--- config.mk ---
export PLATFORM = sky130hd
export DESIGN_NAME = ring_signal_validator
export DESIGN_NICKNAME = d
export VERILOG_FILES = /design/src/logic/rv_tick_gen.v /design/src/logic/ring_signal_validator.v
export VERILOG_INCLUDE_DIRS = /design/src /design/src/shared
export SDC_FILE = /design/constraint.sdc
export NUM_CORES = 1
export LEC_CHECK = 0
export ABC_AREA = 1
export BUFFER_PORTS_ARGS = -buffer_cell sky130_fd_sc_hd__buf_2
export CORE_MARGIN = 8
export CORE_UTILIZATION = 30
export CTS_BUF_LIST = sky130_fd_sc_hd__clkbuf_4
export DETAILED_ROUTE_END_ITERATION = 8
export GPL_TIMING_DRIVEN = 0
export PLACE_DENSITY = 0.49
export SLEW_MARGIN = 20
export SYNTH_ARGS = -nofsm -noshare
export SYNTH_HDL_FRONTEND = slang
export SYNTH_SLANG_ARGS = --single-unit
--- constraint.sdc ---
create_clock -name CLK_I -period 3.7 [get_ports CLK_I]
set_input_delay 0.37 -clock CLK_I [delete_from_list [all_inputs] [get_ports CLK_I]]
set_output_delay 0.37 -clock CLK_I [all_outputs]
set_load 0.05 [all_outputs]
--- src/shared/rv_map.vh ---
`ifndef RV_MAP_VH
`define RV_MAP_VH

// word indices (byte address is four times), then byte addresses
`define RV_IDX_INDICATE      6'h16
`define RV_IDX_TIMING        6'h17
`define RV_IDX_FREQ          6'h18
`define RV_ADDR_STATUS       8'h80
`define RV_ADDR_MASK         8'h84
`define RV_ADDR_STATE        8'h88

// reset values
`define RV_INDICATE_RST      8'h00
`define RV_TIMING_RST        8'h2D
`define RV_FREQ_RST          8'h19
`define RV_STATUS_RST        3'h0
`define RV_MASK_RST          3'h0

// field positions
`define RV_IND_DELAY_LO_MSB  7
`define RV_IND_DELAY_LO_LSB  6
`define RV_IND_MAX_MSB       5
`define RV_TIM_DELAY_HI      7
`define RV_TIM_TIMEOUT_MSB   6
`define RV_TIM_TIMEOUT_LSB   3
`define RV_TIM_CONFIRM_MSB   2
`define RV_FRQ_ENABLE        7
`define RV_FRQ_RESERVED      6
`define RV_FRQ_ASSERT_MSB    5

// status bit positions
`define RV_ST_VALID          0
`define RV_ST_INVALID        1
`define RV_ST_END            2

// timing
`define RV_CLK_MHZ           250
`define RV_TICK_MS           11'h002
`define RV_DELAY_STEP_MS     11'h100
`define RV_TIMEOUT_STEP_MS   11'h080
`define RV_CONFIRM0_MS       11'h064
`define RV_CONFIRM1_MS       11'h096
`define RV_CONFIRM2_MS       11'h0C8
`define RV_CONFIRM3_MS       11'h100
`define RV_CONFIRM4_MS       11'h180
`define RV_CONFIRM5_MS       11'h200
`define RV_CONFIRM6_MS       11'h280
`define RV_CONFIRM7_MS       11'h400

`endif

--- src/logic/rv_tick_gen.v ---
`timescale 1ns/1ps
module rv_tick_gen #(
  parameter CYCLES = 500000
) (
  input  wire clk_i,
  input  wire reset_i,
  output reg  tick_o
);
  reg [31:0] count_reg;

  always @(posedge clk_i or posedge reset_i) begin
    if (reset_i) begin
      count_reg <= 32'h00000000;
      tick_o    <= 1'b0;
    end else if (count_reg == CYCLES - 1) begin
      count_reg <= 32'h00000000;
      tick_o    <= 1'b1;
    end else begin
      count_reg <= count_reg + 32'h00000001;
      tick_o    <= 1'b0;
    end
  end
endmodule

--- src/logic/ring_signal_validator.v ---
// Contract
// - valid indication delayed by 3-bit delay code
// - each crossing that is neither too fast nor too slow reloads countdown with assertion time
// - remaining count above max count: too fast
// - later crossing after countdown zero: too slow
// - both counts use 2 ms steps
// - ringing ends after 128 ms times timeout
// - valid only after whole confirmation interval
// - validation runs only while enable bit set
// - max count sets highest accepted frequency
`timescale 1ns/1ps
`include "rv_map.vh"
module ring_signal_validator #(
  parameter TICK_CYCLES = `RV_TICK_MS * `RV_CLK_MHZ * 1000
) (
  input  wire        CLK_I,
  input  wire        RESET_I,
  input  wire        TIP_RING_EVENT_I,
  output reg         RING_VALID_O,
  output reg         IRQ_O,
  input  wire [7:0]  S_AXI_AWADDR_I,
  input  wire        S_AXI_AWVALID_I,
  output reg         S_AXI_AWREADY_O,
  input  wire [31:0] S_AXI_WDATA_I,
  input  wire [3:0]  S_AXI_WSTRB_I,
  input  wire        S_AXI_WVALID_I,
  output reg         S_AXI_WREADY_O,
  output reg  [1:0]  S_AXI_BRESP_O,
  output reg         S_AXI_BVALID_O,
  input  wire        S_AXI_BREADY_I,
  input  wire [7:0]  S_AXI_ARADDR_I,
  input  wire        S_AXI_ARVALID_I,
  output reg         S_AXI_ARREADY_O,
  output reg  [31:0] S_AXI_RDATA_O,
  output reg  [1:0]  S_AXI_RRESP_O,
  output reg         S_AXI_RVALID_O,
  input  wire        S_AXI_RREADY_I
);
  localparam [3:0] ST_IDLE  = 4'b0001;
  localparam [3:0] ST_QUAL  = 4'b0010;
  localparam [3:0] ST_DELAY = 4'b0100;
  localparam [3:0] ST_VALID = 4'b1000;

  localparam [1:0] RESP_OKAY   = 2'h0;
  localparam [1:0] RESP_SLVERR = 2'h2;

  localparam [7:0] A_IND = {`RV_IDX_INDICATE, 2'b00};
  localparam [7:0] A_TIM = {`RV_IDX_TIMING, 2'b00};
  localparam [7:0] A_FRQ = {`RV_IDX_FREQ, 2'b00};

  localparam [10:0] DELAY_STEP   = `RV_DELAY_STEP_MS / `RV_TICK_MS;
  localparam [10:0] TIMEOUT_STEP = `RV_TIMEOUT_STEP_MS / `RV_TICK_MS;
  localparam [10:0] CONF0 = `RV_CONFIRM0_MS / `RV_TICK_MS;
  localparam [10:0] CONF1 = `RV_CONFIRM1_MS / `RV_TICK_MS;
  localparam [10:0] CONF2 = `RV_CONFIRM2_MS / `RV_TICK_MS;
  localparam [10:0] CONF3 = `RV_CONFIRM3_MS / `RV_TICK_MS;
  localparam [10:0] CONF4 = `RV_CONFIRM4_MS / `RV_TICK_MS;
  localparam [10:0] CONF5 = `RV_CONFIRM5_MS / `RV_TICK_MS;
  localparam [10:0] CONF6 = `RV_CONFIRM6_MS / `RV_TICK_MS;
  localparam [10:0] CONF7 = `RV_CONFIRM7_MS / `RV_TICK_MS;

  reg  [7:0]  indicate_reg;
  reg  [7:0]  timing_reg;
  reg  [7:0]  freq_reg;
  reg  [2:0]  status_reg;
  reg  [2:0]  status_next;
  reg  [2:0]  mask_reg;
  reg  [3:0]  state_reg;
  reg  [3:0]  state_next;
  reg  [5:0]  timer_reg;
  reg  [5:0]  timer_next;
  reg  [10:0] quiet_reg;
  reg  [10:0] quiet_next;
  reg  [10:0] phase_reg;
  reg  [10:0] phase_next;
  reg  [10:0] confirm_ticks;
  reg         ev_valid;
  reg         ev_invalid;
  reg         ev_end;
  reg  [31:0] rdata_next;
  reg  [1:0]  rresp_next;
  wire        tick;
  wire        enable;
  wire [5:0]  assert_time;
  wire [5:0]  max_count;
  wire [2:0]  delay_code;
  wire [3:0]  timeout_code;
  wire [10:0] delay_ticks;
  wire [10:0] timeout_ticks;
  wire        too_slow;
  wire        too_fast;
  wire        wr_take;
  wire        rd_take;
  wire        status_rd;

  rv_tick_gen #(
    .CYCLES (TICK_CYCLES)
  ) u_tick (
    .clk_i   (CLK_I),
    .reset_i (RESET_I),
    .tick_o  (tick)
  );

  assign enable       = freq_reg[`RV_FRQ_ENABLE];
  assign assert_time  = freq_reg[`RV_FRQ_ASSERT_MSB:0];
  assign max_count    = indicate_reg[`RV_IND_MAX_MSB:0];
  assign delay_code   = {timing_reg[`RV_TIM_DELAY_HI],
                         indicate_reg[`RV_IND_DELAY_LO_MSB:
                                      `RV_IND_DELAY_LO_LSB]};
  assign timeout_code = timing_reg[`RV_TIM_TIMEOUT_MSB:`RV_TIM_TIMEOUT_LSB];
  // delay step of 256 ms per code value
  assign delay_ticks   = {8'h00, delay_code} * DELAY_STEP;
  // timeout code 0 is treated as code 1
  assign timeout_ticks = (timeout_code == 4'h0) ? TIMEOUT_STEP :
                         {7'h00, timeout_code} * TIMEOUT_STEP;
  assign too_slow = TIP_RING_EVENT_I && (timer_reg == 6'h00);
  assign too_fast = TIP_RING_EVENT_I && (timer_reg > max_count);

  always @* begin
    case (timing_reg[`RV_TIM_CONFIRM_MSB:0])
      3'h0:    confirm_ticks = CONF0;
      3'h1:    confirm_ticks = CONF1;
      3'h2:    confirm_ticks = CONF2;
      3'h3:    confirm_ticks = CONF3;
      3'h4:    confirm_ticks = CONF4;
      3'h5:    confirm_ticks = CONF5;
      3'h6:    confirm_ticks = CONF6;
      3'h7:    confirm_ticks = CONF7;
      default: confirm_ticks = CONF0;
    endcase
  end

  // qualification engine
  always @* begin
    state_next = state_reg;
    timer_next = timer_reg;
    quiet_next = quiet_reg;
    phase_next = phase_reg;
    ev_valid   = 1'b0;
    ev_invalid = 1'b0;
    ev_end     = 1'b0;
    if (!enable) begin
      state_next = ST_IDLE;
      timer_next = 6'h00;
      quiet_next = 11'h000;
      phase_next = 11'h000;
    end else begin
      case (state_reg)
        ST_IDLE: begin
          if (TIP_RING_EVENT_I) begin
            state_next = ST_QUAL;
            timer_next = assert_time;
            quiet_next = 11'h000;
            phase_next = 11'h000;
          end
        end
        ST_QUAL, ST_DELAY, ST_VALID: begin
          if (too_slow || too_fast) begin
            state_next = ST_IDLE;
            ev_invalid = 1'b1;
          end else if (TIP_RING_EVENT_I) begin
            timer_next = assert_time;
            quiet_next = 11'h000;
          end else if (tick) begin
            // one decrement per 2 ms step
            if (timer_reg != 6'h00) begin
              timer_next = timer_reg - 6'h01;
            end
            quiet_next = quiet_reg + 11'h001;
          end
          if (!(too_slow || too_fast) && !TIP_RING_EVENT_I && tick &&
              (quiet_reg + 11'h001 >= timeout_ticks)) begin
            state_next = ST_IDLE;
            ev_end     = 1'b1;
          end else if (!(too_slow || too_fast)) begin
            if (state_reg == ST_QUAL) begin
              if (tick) begin
                phase_next = phase_reg + 11'h001;
              end
              if (phase_reg >= confirm_ticks) begin
                phase_next = 11'h000;
                if (delay_ticks == 11'h000) begin
                  state_next = ST_VALID;
                  ev_valid   = 1'b1;
                end else begin
                  state_next = ST_DELAY;
                end
              end
            end else if (state_reg == ST_DELAY) begin
              if (tick) begin
                phase_next = phase_reg + 11'h001;
              end
              if (phase_reg >= delay_ticks) begin
                state_next = ST_VALID;
                ev_valid   = 1'b1;
              end
            end
          end
        end
        default: begin
          state_next = ST_IDLE;
        end
      endcase
    end
  end

  always @(posedge CLK_I or posedge RESET_I) begin
    if (RESET_I) begin
      state_reg    <= ST_IDLE;
      timer_reg    <= 6'h00;
      quiet_reg    <= 11'h000;
      phase_reg    <= 11'h000;
      RING_VALID_O <= 1'b0;
    end else begin
      state_reg    <= state_next;
      timer_reg    <= timer_next;
      quiet_reg    <= quiet_next;
      phase_reg    <= phase_next;
      RING_VALID_O <= (state_next == ST_VALID);
    end
  end

  // register bus
  assign wr_take   = S_AXI_AWVALID_I && S_AXI_WVALID_I &&
                     !S_AXI_AWREADY_O && !S_AXI_BVALID_O;
  assign rd_take   = S_AXI_ARVALID_I && !S_AXI_ARREADY_O &&
                     !S_AXI_RVALID_O;
  assign status_rd = rd_take && (S_AXI_ARADDR_I == `RV_ADDR_STATUS);

  always @* begin
    rresp_next = RESP_OKAY;
    case (S_AXI_ARADDR_I)
      A_IND:           rdata_next = {24'h000000, indicate_reg};
      A_TIM:           rdata_next = {24'h000000, timing_reg};
      A_FRQ:           rdata_next = {24'h000000, freq_reg};
      `RV_ADDR_STATUS: rdata_next = {29'h0, status_reg};
      `RV_ADDR_MASK:   rdata_next = {29'h0, mask_reg};
      `RV_ADDR_STATE:  rdata_next = {26'h0, timer_reg == 6'h00,
                                     RING_VALID_O, state_reg};
      default: begin
        rdata_next = 32'h00000000;
        rresp_next = RESP_SLVERR;
      end
    endcase
  end

  // events win over the clear on read
  always @* begin
    status_next = status_rd ? 3'h0 : status_reg;
    status_next[`RV_ST_VALID]   = status_next[`RV_ST_VALID] | ev_valid;
    status_next[`RV_ST_INVALID] = status_next[`RV_ST_INVALID] | ev_invalid;
    status_next[`RV_ST_END]     = status_next[`RV_ST_END] | ev_end;
  end

  always @(posedge CLK_I or posedge RESET_I) begin
    if (RESET_I) begin
      indicate_reg    <= `RV_INDICATE_RST;
      timing_reg      <= `RV_TIMING_RST;
      freq_reg        <= `RV_FREQ_RST;
      status_reg      <= `RV_STATUS_RST;
      mask_reg        <= `RV_MASK_RST;
      IRQ_O           <= 1'b0;
      S_AXI_AWREADY_O <= 1'b0;
      S_AXI_WREADY_O  <= 1'b0;
      S_AXI_BVALID_O  <= 1'b0;
      S_AXI_BRESP_O   <= RESP_OKAY;
      S_AXI_ARREADY_O <= 1'b0;
      S_AXI_RVALID_O  <= 1'b0;
      S_AXI_RDATA_O   <= 32'h00000000;
      S_AXI_RRESP_O   <= RESP_OKAY;
    end else begin
      status_reg      <= status_next;
      IRQ_O           <= |(status_next & mask_reg);
      S_AXI_AWREADY_O <= wr_take;
      S_AXI_WREADY_O  <= wr_take;
      S_AXI_ARREADY_O <= rd_take;
      if (wr_take) begin
        S_AXI_BVALID_O <= 1'b1;
        S_AXI_BRESP_O  <= RESP_OKAY;
        case (S_AXI_AWADDR_I)
          A_IND: begin
            if (S_AXI_WSTRB_I[0]) indicate_reg <= S_AXI_WDATA_I[7:0];
          end
          A_TIM: begin
            if (S_AXI_WSTRB_I[0]) timing_reg <= S_AXI_WDATA_I[7:0];
          end
          A_FRQ: begin
            // reserved bit held at zero
            if (S_AXI_WSTRB_I[0]) begin
              freq_reg <= S_AXI_WDATA_I[7:0] & 8'hBF;
            end
          end
          `RV_ADDR_MASK: begin
            if (S_AXI_WSTRB_I[0]) mask_reg <= S_AXI_WDATA_I[2:0];
          end
          `RV_ADDR_STATUS, `RV_ADDR_STATE: begin
          end
          default: begin
            S_AXI_BRESP_O <= RESP_SLVERR;
          end
        endcase
      end else if (S_AXI_BREADY_I) begin
        S_AXI_BVALID_O <= 1'b0;
      end
      if (rd_take) begin
        S_AXI_RVALID_O <= 1'b1;
        S_AXI_RDATA_O  <= rdata_next;
        S_AXI_RRESP_O  <= rresp_next;
      end else if (S_AXI_RREADY_I) begin
        S_AXI_RVALID_O <= 1'b0;
      end
    end
  end
endmodule

==> reports/results.txt, run 1 <==
top post-synthesis cells by count - nand2_1, inv_1, dfrtp_1
CTS Sinks - 110
Hold Crit Depth - 2
DRC violations left - 0
Hold Path Class - in2reg
ANT nets after route - 0
arrival time worst endpoint - 3410 ps
Crit path largest cell delay - 610 ps
VDD IR max - 148.1 uV
CP Class - reg2reg
Power per Cell Area - 272.3 nW/um^2
DRT iter0 DRCs - 353
Pleak - 3.829 nW
relative slew slack - 64.80%
DR WL/cell - 13.78 um
initial core utilization - 30.60%
share of layout cells above drive strength 1 - 16.23%
worst hold slack - 52.77 ps
final WL - 17,530 um
Slowest-stage cell, CP - dfstp_2
period utilization - 80.98%
Congestion Overflow GR - 0
vias per cell - 4.576
Longest Clk Path Bufs - 2
post-CTS setup buffers - 0
Total GRT Usage - 12.53%
cell taking the most area after synthesis - dfrtp_1
first-pass iteration count of the detailed router - 5
most common cell in the netlist - nand2_1
# H-tree levels - 3
Final Max Tran Viols - 0
Critical Path, Cell by Cell - inv_1 > ha_1 > o21ai_0 > ha_1 > nand2_1 > inv_1 > nand2_1 > nand2_1 > a21oi_1 > nand3_1 > nand2_1 > clkbuf_1 > nand4_1 > o21ai_2
achievable clock frequency - 0.3338 GHz
R2R cell count - 14
clk slew on worst S/H paths - 160 ps
top_reg_cell synth - dfrtp_1
async set-reset flop share out of synthesis - 100.0%
clock buffer count from CTS - 9
Detailed Place HPWL - 13,860 um
Die Wd - 168.2 um
WP depth - 14
status - completed
num rows - 55
gpl congestion - 0.8486
I/O pin count - 103
CTS tree - yes
Die Area - 28,290 um^2
fill count - 2,496
root buffer selected by CTS - clkbuf_4
crit path time final - 2996 ps
initial antenna violation count - 1
vias in the first global route - 5,659
core box area - 22,710 um^2
#FFs+latches synth - 110
Skew-Pair Late Insertion Delay - 500 ps
Post-Route Skew - 26.59 ps
EDFF count, synth - 0
endpoint class of the critical path - register
worst path bufs/invs - 3
delay-heaviest family, CP - simple AND/OR/NAND/NOR gates
post-synth top area share - 36.73%
first-pass GRT wire length - 28,900 um
Crit path top cell by count - nand2_1
I/O Buffers - 49
Die H - 168.2 um
Tot Pwr - 2.137 mW
Cell Count, Final, Fillers Out - 1,272
post-synthesis instance total - 893
Area contributors post-synth - dfrtp_1, nand2_1, inv_1
largest fanout on the critical path - 10
CP startpoint kind - register
Syn Area/Cell - 7.782 um^2
CP required - 4120 ps
# Max-Cap Violations - 0
final setup fails - 0
Via Count - 5,821
Seq/Total Area, Yosys - 39.76%
final number of hold-violating endpoints - 0
Worst Tran Pin Value - 528.0 ps
RSZ-0062 raised after global routing - false
placed insts - 1,253
max reg flops - 32
Warnings, synthesis - 0
largest net degree at the start of global routing - 57
Distinct cells, synth - 50
Final nets - 1,074
Area Growth Syn to Fin - 12.93%
synthesized area - 6949 um^2
[per-layer routing]
layer	GRT usage, %	share of wire [%]
met4	2.679	1.2
met5	0	0
met1	16.09	47
met3	3.064	4.5
met2	20.99	47
[per-stage QoR]
stage / area (um^2) / setup TNS [ps] / setup slack [ps] / utilization [%]
after floorplan: 7043 / 0 / 440.9 / -
after global placement: 7645 / -115980 / -1150 / 33.66
after detailed placement: 7677 / 0 / 714.0 / 33.81
after CTS: 7845 / 0 / 639.4 / 34.55
after global routing: 7848 / 0 / 343.7 / 34.56
final: 7848 / 0 / 703.8 / 34.56
[cells by family after synthesis]
family | Yosys count | synth area share, %
compound gates | 121 | 10.64
xor+xnor | 35 | 4.411
fa+ha+maj | 33 | 5.942
buf+inv | 164 | 10.73
flops | 110 | 39.76
mux | 1 | 0.1440
other cells | 1 | 0.05396
simple gates | 428 | 28.32
[worst paths after layout]
check / startpoint / end / slack [ps]
min: S_AXI_BREADY_I / S_AXI_BVALID_O / 50
min reg2reg: S_AXI_ARREADY_O / S_AXI_ARREADY_O / 480
max in group asynchronous: RESET_I / timing_reg[0] / 2530
max reg2reg: timing_reg[0] / phase_reg[10] / 700
max: timing_reg[0] / phase_reg[10] / 700
min in group asynchronous: RESET_I / indicate_reg[1] / 480
[timing repair]
| item | 4_1_cts | 5_1_grt |
|---|---|---|
| hold buffers | 2 | 0 |
| gates resized for setup | 0 | 0 |
| hold endpoints to repair | 50 | 0 |
[layout make-up]
class / instances / area, um^2 / share of cell area [%]
Timing Repair Buffer: 52 / 292.8 / 3.731
Buffer: 40 / 277.8 / 3.540
Tap cell: 285 / 356.6 / 4.544
Clock inverter: 6 / 72.57 / 0.9247
Multi-Input combinational cell: 644 / 3535 / 45.04
Antenna cell: 1 / 2.502 / 0.03189
Inverter: 124 / 473.0 / 6.027
Clock buffer: 10 / 75.07 / 0.9566
Sequential cell: 110 / 2763 / 35.20
[layout by cell type, fill, tap and decap left out, types with 9 or more instances in the layout]
cell        n
xnor2_1    10
buf_4      29
a21oi_1    14
nand2_2    14
xor2_1     25
buf_2      52
inv_1     117
dfrtp_1   102
o21ai_1     9
o21ai_2    11
nor4_1     10
nand3_1    36
o21ai_0    55
clkbuf_4   10
nor3_1     36
conb_1     26
nand4_1    30
nor2_1     76
ha_1       33
nand2_1   199
[report_power, final]
part	switching, mW	leakage [nW]	internal [mW]	total (mW)
combinational	0.195	2.27	0.0675	0.263
clock	0.421	0.0772	0.220	0.641
sequential	0.0127	1.48	1.22	1.23
total	0.629	3.83	1.51	2.14
Power figures use the tool's default switching activity.
==> inputs of run 2 (changes only) <==
--- a/config.mk
+++ b/config.mk
@@ -13,7 +13,7 @@
 export CTS_BUF_LIST = sky130_fd_sc_hd__clkbuf_4
 export DETAILED_ROUTE_END_ITERATION = 8
 export GPL_TIMING_DRIVEN = 0
-export PLACE_DENSITY = 0.49
+export PLACE_DENSITY = 0.51
 export SLEW_MARGIN = 20
 export SYNTH_ARGS = -nofsm -noshare
 export SYNTH_HDL_FRONTEND = slang
==> constraint.sdc (replaced) <==
create_clock -name CLK_I -period 2.74 [get_ports CLK_I]
set_input_delay 0.274 -clock CLK_I [delete_from_list [all_inputs] [get_ports CLK_I]]
set_output_delay 0.274 -clock CLK_I [all_outputs]
set_load 0.05 [all_outputs]
==> run 2 against run 1 <==
Against the previous run:
- global-route usage rose by 0.29 points
- via count rose by 2.5%
- utilization up 0.87 points
- final cell count increased by 0.86%
- total power increased by 44%
- non-clock buffer count grew 11
- combinational power is 39% higher
- wire length about the same
- first-iteration DRC count rose by 35%
- critical path depth unchanged
- largest cell class unchanged
==> reports/results.txt, run 2 (synthesis gave the netlist of run 1 again) <==
Final nets - 1,085
GR Util met2 - 21.17%
NetSw - 0.8309 mW
Die Area - 28,290 um^2
root buffer selected by CTS - clkbuf_4
achievable clock frequency - 0.3889 GHz
vias per cell - 4.652
Final Cell Area - 8045 um^2
Final Max Tran Viols - 0
first-pass iteration count of the detailed router - 5
initial antenna violation count - 1
Setup WS post-layout - 168.7 ps
max reg flops - 32
DRT iter0 DRCs - 475
fill count - 2,418
Comb power frac - 11.9%
final setup fails - 0
clock buffer count from CTS - 9
post-layout util - 35.43%
CP required - 3190 ps
RSZ-0062 raised after global routing - true
CP startpoint kind - register
Area Growth Syn to Fin - 15.77%
Pleak - 3.911 nW
gr busiest metal - met2
dpl ws - -264.7 ps
# Max-Cap Violations - 0
Post-Route Skew - 24.24 ps
Reg2Reg Setup Slack - 170 ps
DR WL/cell - 13.67 um
CP Class - reg2reg
commonest cells after routing, fill and taps aside - nand2_1, inv_1, dfrtp_1
Via Count - 5,968
largest net degree at the start of global routing - 32
Power per Cell Area - 381.8 nW/um^2
CTS Sinks - 110
Congestion Overflow GR - 0
Longest Clk Path Bufs - 2
num rows - 55
internal power - 2.241 mW
Die Wd - 168.2 um
worst hold slack - 27.10 ps
gpl congestion - 0.8542
Worst Tran Pin Value - 692.2 ps
arrival time worst endpoint - 3020 ps
Clk pwr share - 33.9%
relative slew slack - 53.75%
Die H - 168.2 um
status - completed
initial core utilization - 30.60%
clk slew on worst S/H paths - 170 ps
largest fanout on the critical path - 4
Sequential Power Share - 54.2%
met1 global-route usage - 16.63%
Total GRT Usage - 12.82%
I/O pin count - 103
Net Sw Frac - 27.05%
final WL - 17,540 um
I/O Buffers - 49
Skew-Pair Late Insertion Delay - 510 ps
most common cell after layout, fill and taps aside - nand2_1
Detailed Place HPWL - 13,980 um
Area after DPL - 7709 um^2
endpoint class of the critical path - register
VDD IR max - 206.2 uV
# H-tree levels - 3
period utilization - 93.84%
CTS tree - yes
share of layout cells above drive strength 1 - 17.85%
DRC violations left - 0
vias in the first global route - 5,914
final number of hold-violating endpoints - 0
crit path time final - 2571 ps
ANT nets after route - 0
first-pass GRT wire length - 29,680 um
Tot Pwr - 3.072 mW
met3 global-route usage - 3.064%
core box area - 22,710 um^2
Hold Path Class - in2reg
==> run 2: changes by cell type in the layout (fill, tap and decap cells not counted), moves of 3 or more <==
cell | previous run | this run
buf_12 | 0 | 3
buf_4 | 29 | 36
clkinv_4 | 3 | 0
dlygate4sd3_1 | 2 | 6
==> run 2: power groups by stage <==
stage,Sequential [mW],Clock [mW],Combinational [mW]
after floorplan,1.76,0,0.203
after global routing,1.67,1.15,0.400
after global placement,1.69,0,0.350
after detailed placement,1.69,0,0.362
after CTS,1.66,1.09,0.368
final,1.66,1.04,0.365
==> run 2: layer usage <==
metal / wire length, um / vias up
li1: - / 3072
met1: 8335 / 2763
met2: 8200 / 114
met3: 773 / 19
met4: 227 / 0
met5: 0 / -
==> run 2: area by class of cell <==
type	instances	area [um^2]	share of cell area (%)
Multi-Input combinational cell	644	3575	44.43
Tap cell	285	356.6	4.432
Buffer	39	277.8	3.453
Sequential cell	110	2764	34.35
Clock buffer	12	90.09	1.120
Inverter	124	471.7	5.863
Clock inverter	4	97.59	1.213
Antenna cell	1	2.502	0.03110
Timing Repair Buffer	64	410.4	5.101
==> run 2: final timing paths <==
kind / from / end / depth (start not counted)
setup reg to reg: timing_reg[0] / phase_reg[1] / 14
min in group asynchronous: RESET_I / u_tick.count_reg[7] / 3
hold / removal: S_AXI_WDATA_I[5] / timing_reg[5] / 3
setup / recovery: timing_reg[0] / phase_reg[1] / 14
max in group asynchronous: RESET_I / timing_reg[0] / 6
hold reg to reg: S_AXI_ARREADY_O / S_AXI_ARREADY_O / 1
==> run 2: worst max-delay path, stage by stage, from the launching register on <==
cell	delay, ps
dfstp_2	590
inv_1	90
ha_1	330
o21ai_2	140
ha_1	270
nand2_1	110
inv_1	40
nand2_1	50
nand2_1	60
a21oi_2	170
nand3_1	100
nand2_2	100
o211ai_1	80
or2_2	280
o21ai_2	100
==> run 2: through the flow <==
step,instances,setup TNS (ps)
floorplan,918,0
global placement,1252,-2233
detailed placement,1255,-2304
CTS,1276,0
global route,1283,-47.80
finish,1283,0
==> run 2: timing repair <==
action	CTS	global route
endpoints found under the hold margin	34	1
pin swaps	0	1
hold buffers	5	1
setup endpoints to repair	11	15
resized for setup	5	10
buffers inserted	0	6
cloned	0	0
==> inputs of run 3 (changes only) <==
==> constraint.sdc (replaced) <==
create_clock -name CLK_I -period 2.07 [get_ports CLK_I]
set_input_delay 0.207 -clock CLK_I [delete_from_list [all_inputs] [get_ports CLK_I]]
set_output_delay 0.207 -clock CLK_I [all_outputs]
set_load 0.05 [all_outputs]
==> run 3 against run 2 <==
Against the previous run:
- the run now ends with setup timing left
- register-to-register slack lost 540 ps
- critical endpoint is now RING_VALID_O
- critical path depth rose by 5
- hold slack better by 34 ps
- sequential power up 33%
- global-route usage is 0.75 points higher
- wire length increased by 8.4%
- fmax up 5.4%
- via count grew 3.9%
- total power is 28% higher
- first-iteration DRC count fell by 25%
- combinational power increased by 44%
==> reports/results.txt, run 3 (synthesis gave the netlist of run 1 again) <==
reg2reg end - RING_VALID_O
DRC violations left - 0
Power per Cell Area - 448.4 nW/um^2
R2R cell count - 19
final number of hold-violating endpoints - 0
Area Growth Syn to Fin - 26.18%
period utilization - 117.9%
Skew-Pair Late Insertion Delay - 510 ps
DR WL/cell - 14.34 um
most common cell after layout, fill and taps aside - nand2_1
clk slew on worst S/H paths - 200 ps
CP Launch Point - quiet_reg[2]
worst hold slack - 60.73 ps
CTS Sinks - 110
Final Cell Area - 8768 um^2
Detailed Place HPWL - 14,480 um
Die H - 168.2 um
Via Count - 6,203
I/O Buffers - 49
share of layout cells above drive strength 1 - 25.89%
first-pass iteration count of the detailed router - 5
Reg2Reg Setup Slack - -370 ps
commonest cells after routing, fill and taps aside - nand2_1, inv_1, dfrtp_1
status - complete, but fails checks
Pleak - 4.268 nW
crit path time final - 2440 ps
arrival time worst endpoint - 2870 ps
CTS tree - yes
max reg flops - 32
ANT nets after route - 0
endpoint class of the critical path - register
largest net degree at the start of global routing - 33
I/O pin count - 103
root buffer selected by CTS - clkbuf_4
Final Max Tran Viols - 0
VDD IR max - 242.5 uV
core box area - 22,710 um^2
# H-tree levels - 3
# Max-Cap Violations - 0
Hold Path Class - in2reg
Final nets - 1,127
Setup WS post-layout - -369.9 ps
Post-Route Skew - 32.49 ps
Die Wd - 168.2 um
clock buffer count from CTS - 9
achievable clock frequency - 0.4099 GHz
reg-to-reg critical path startpoint - quiet_reg[2]
final WL - 19,010 um
fill count - 2,375
relative slew slack - 63.33%
CP startpoint kind - register
vias per cell - 4.682
crit path capture - RING_VALID_O
RSZ-0062 raised after global routing - true
first-pass GRT wire length - 31,170 um
num rows - 55
gpl congestion - 0.8471
Die Area - 28,290 um^2
largest fanout on the critical path - 5
final setup fails - 19
Total GRT Usage - 13.57%
initial antenna violation count - 1
CP required - 2500 ps
initial core utilization - 30.60%
Longest Clk Path Bufs - 2
vias in the first global route - 5,933
Congestion Overflow GR - 0
Area after DPL - 7825 um^2
failing checks - setup timing
CP Class - reg2reg
DRT iter0 DRCs - 354
Worst Tran Pin Value - 550.1 ps
[run 3: worst min-delay path by stage]
| stage | from | to | slack (ps) | depth (start not counted) |
|---|---|---|---|---|
| 2_1_floorplan | S_AXI_BREADY_I | S_AXI_BVALID_O | 300 | 1 |
| 3_3_place_gp | S_AXI_RREADY_I | S_AXI_RVALID_O | 390 | 2 |
| 3_5_place_dp | RESET_I | freq_reg[2] | 210 | 2 |
| 4_1_cts | S_AXI_WDATA_I[2] | timing_reg[2] | 20 | 3 |
| 5_1_grt | S_AXI_WDATA_I[1] | mask_reg[1] | 50 | 3 |
| 6_report | S_AXI_WDATA_I[0] | timing_reg[0] | 60 | 3 |
[run 3: per-stage QoR]
step | total power, mW | setup TNS (ps) | setup WS, ps | std cells | utilization [%]
after CTS | 3.971 | -6467 | -397.3 | 1305 | 37.03
after global routing | 4.111 | -10190 | -572.0 | 1325 | 38.61
after detailed placement | 2.737 | -10920 | -511.7 | 1256 | 34.46
after global placement | 2.715 | -48550 | -497.3 | 1252 | 34.07
final | 3.932 | -5890 | -369.9 | 1325 | 38.61
after floorplan | 2.596 | -1261 | -153.3 | 918 | -
[run 3: metal layers]
metal | GRT usage (%) | vias up | routed length (um)
met5 | 0 | - | 0
met4 | 4.425 | 0 | 283
met3 | 2.152 | 15 | 667
met2 | 21.22 | 99 | 8848
met1 | 18.81 | 2930 | 9207
li1 | - | 3159 | -
[run 3: area by class of cell]
cell class,count,area (um^2),share of cell area (%)
multi-input combinational,644,3901,44.49
sequential,110,2766,31.55
timing repair buffer,106,804.5,9.175
inverter,124,474.2,5.408
tap,285,356.6,4.067
buffer,39,311.5,3.553
clock inverter,7,83.83,0.9561
clock buffer,9,67.56,0.7705
antenna,1,2.502,0.02854
[run 3: where the power goes]
part	internal, mW	switching (mW)	total, mW
Sequential	2.18	0.0231	2.21
Clock	0.383	0.820	1.20
Combinational	0.155	0.369	0.524
[run 3: worst max-delay path: stages (launching register included)]
cell and delay [ps]:
dfrtp_1 380, buf_6 110, nand2_2 50, nor2_2 140, nand2_2 90, nor2_4 130
xor2_2 220, ha_4 240, nand2_1 80, nor2_1 40, nand2_1 50, nor2_1 30
nand2_1 60, nand2_1 50, nand2_1 70, nand2_2 80, buf_4 150, nand2_4 80
nand2_2 100, a211oi_2 230
[run 3: what timing repair did]
action                                  4_1_cts  5_1_grt
pin swaps                                    22       20
hold buffers                                 12        0
buffers inserted                             21       18
gates resized for setup                      41       48
endpoints found under the setup margin       46       54
endpoints found under the hold margin        85        0
cloned                                        1        1
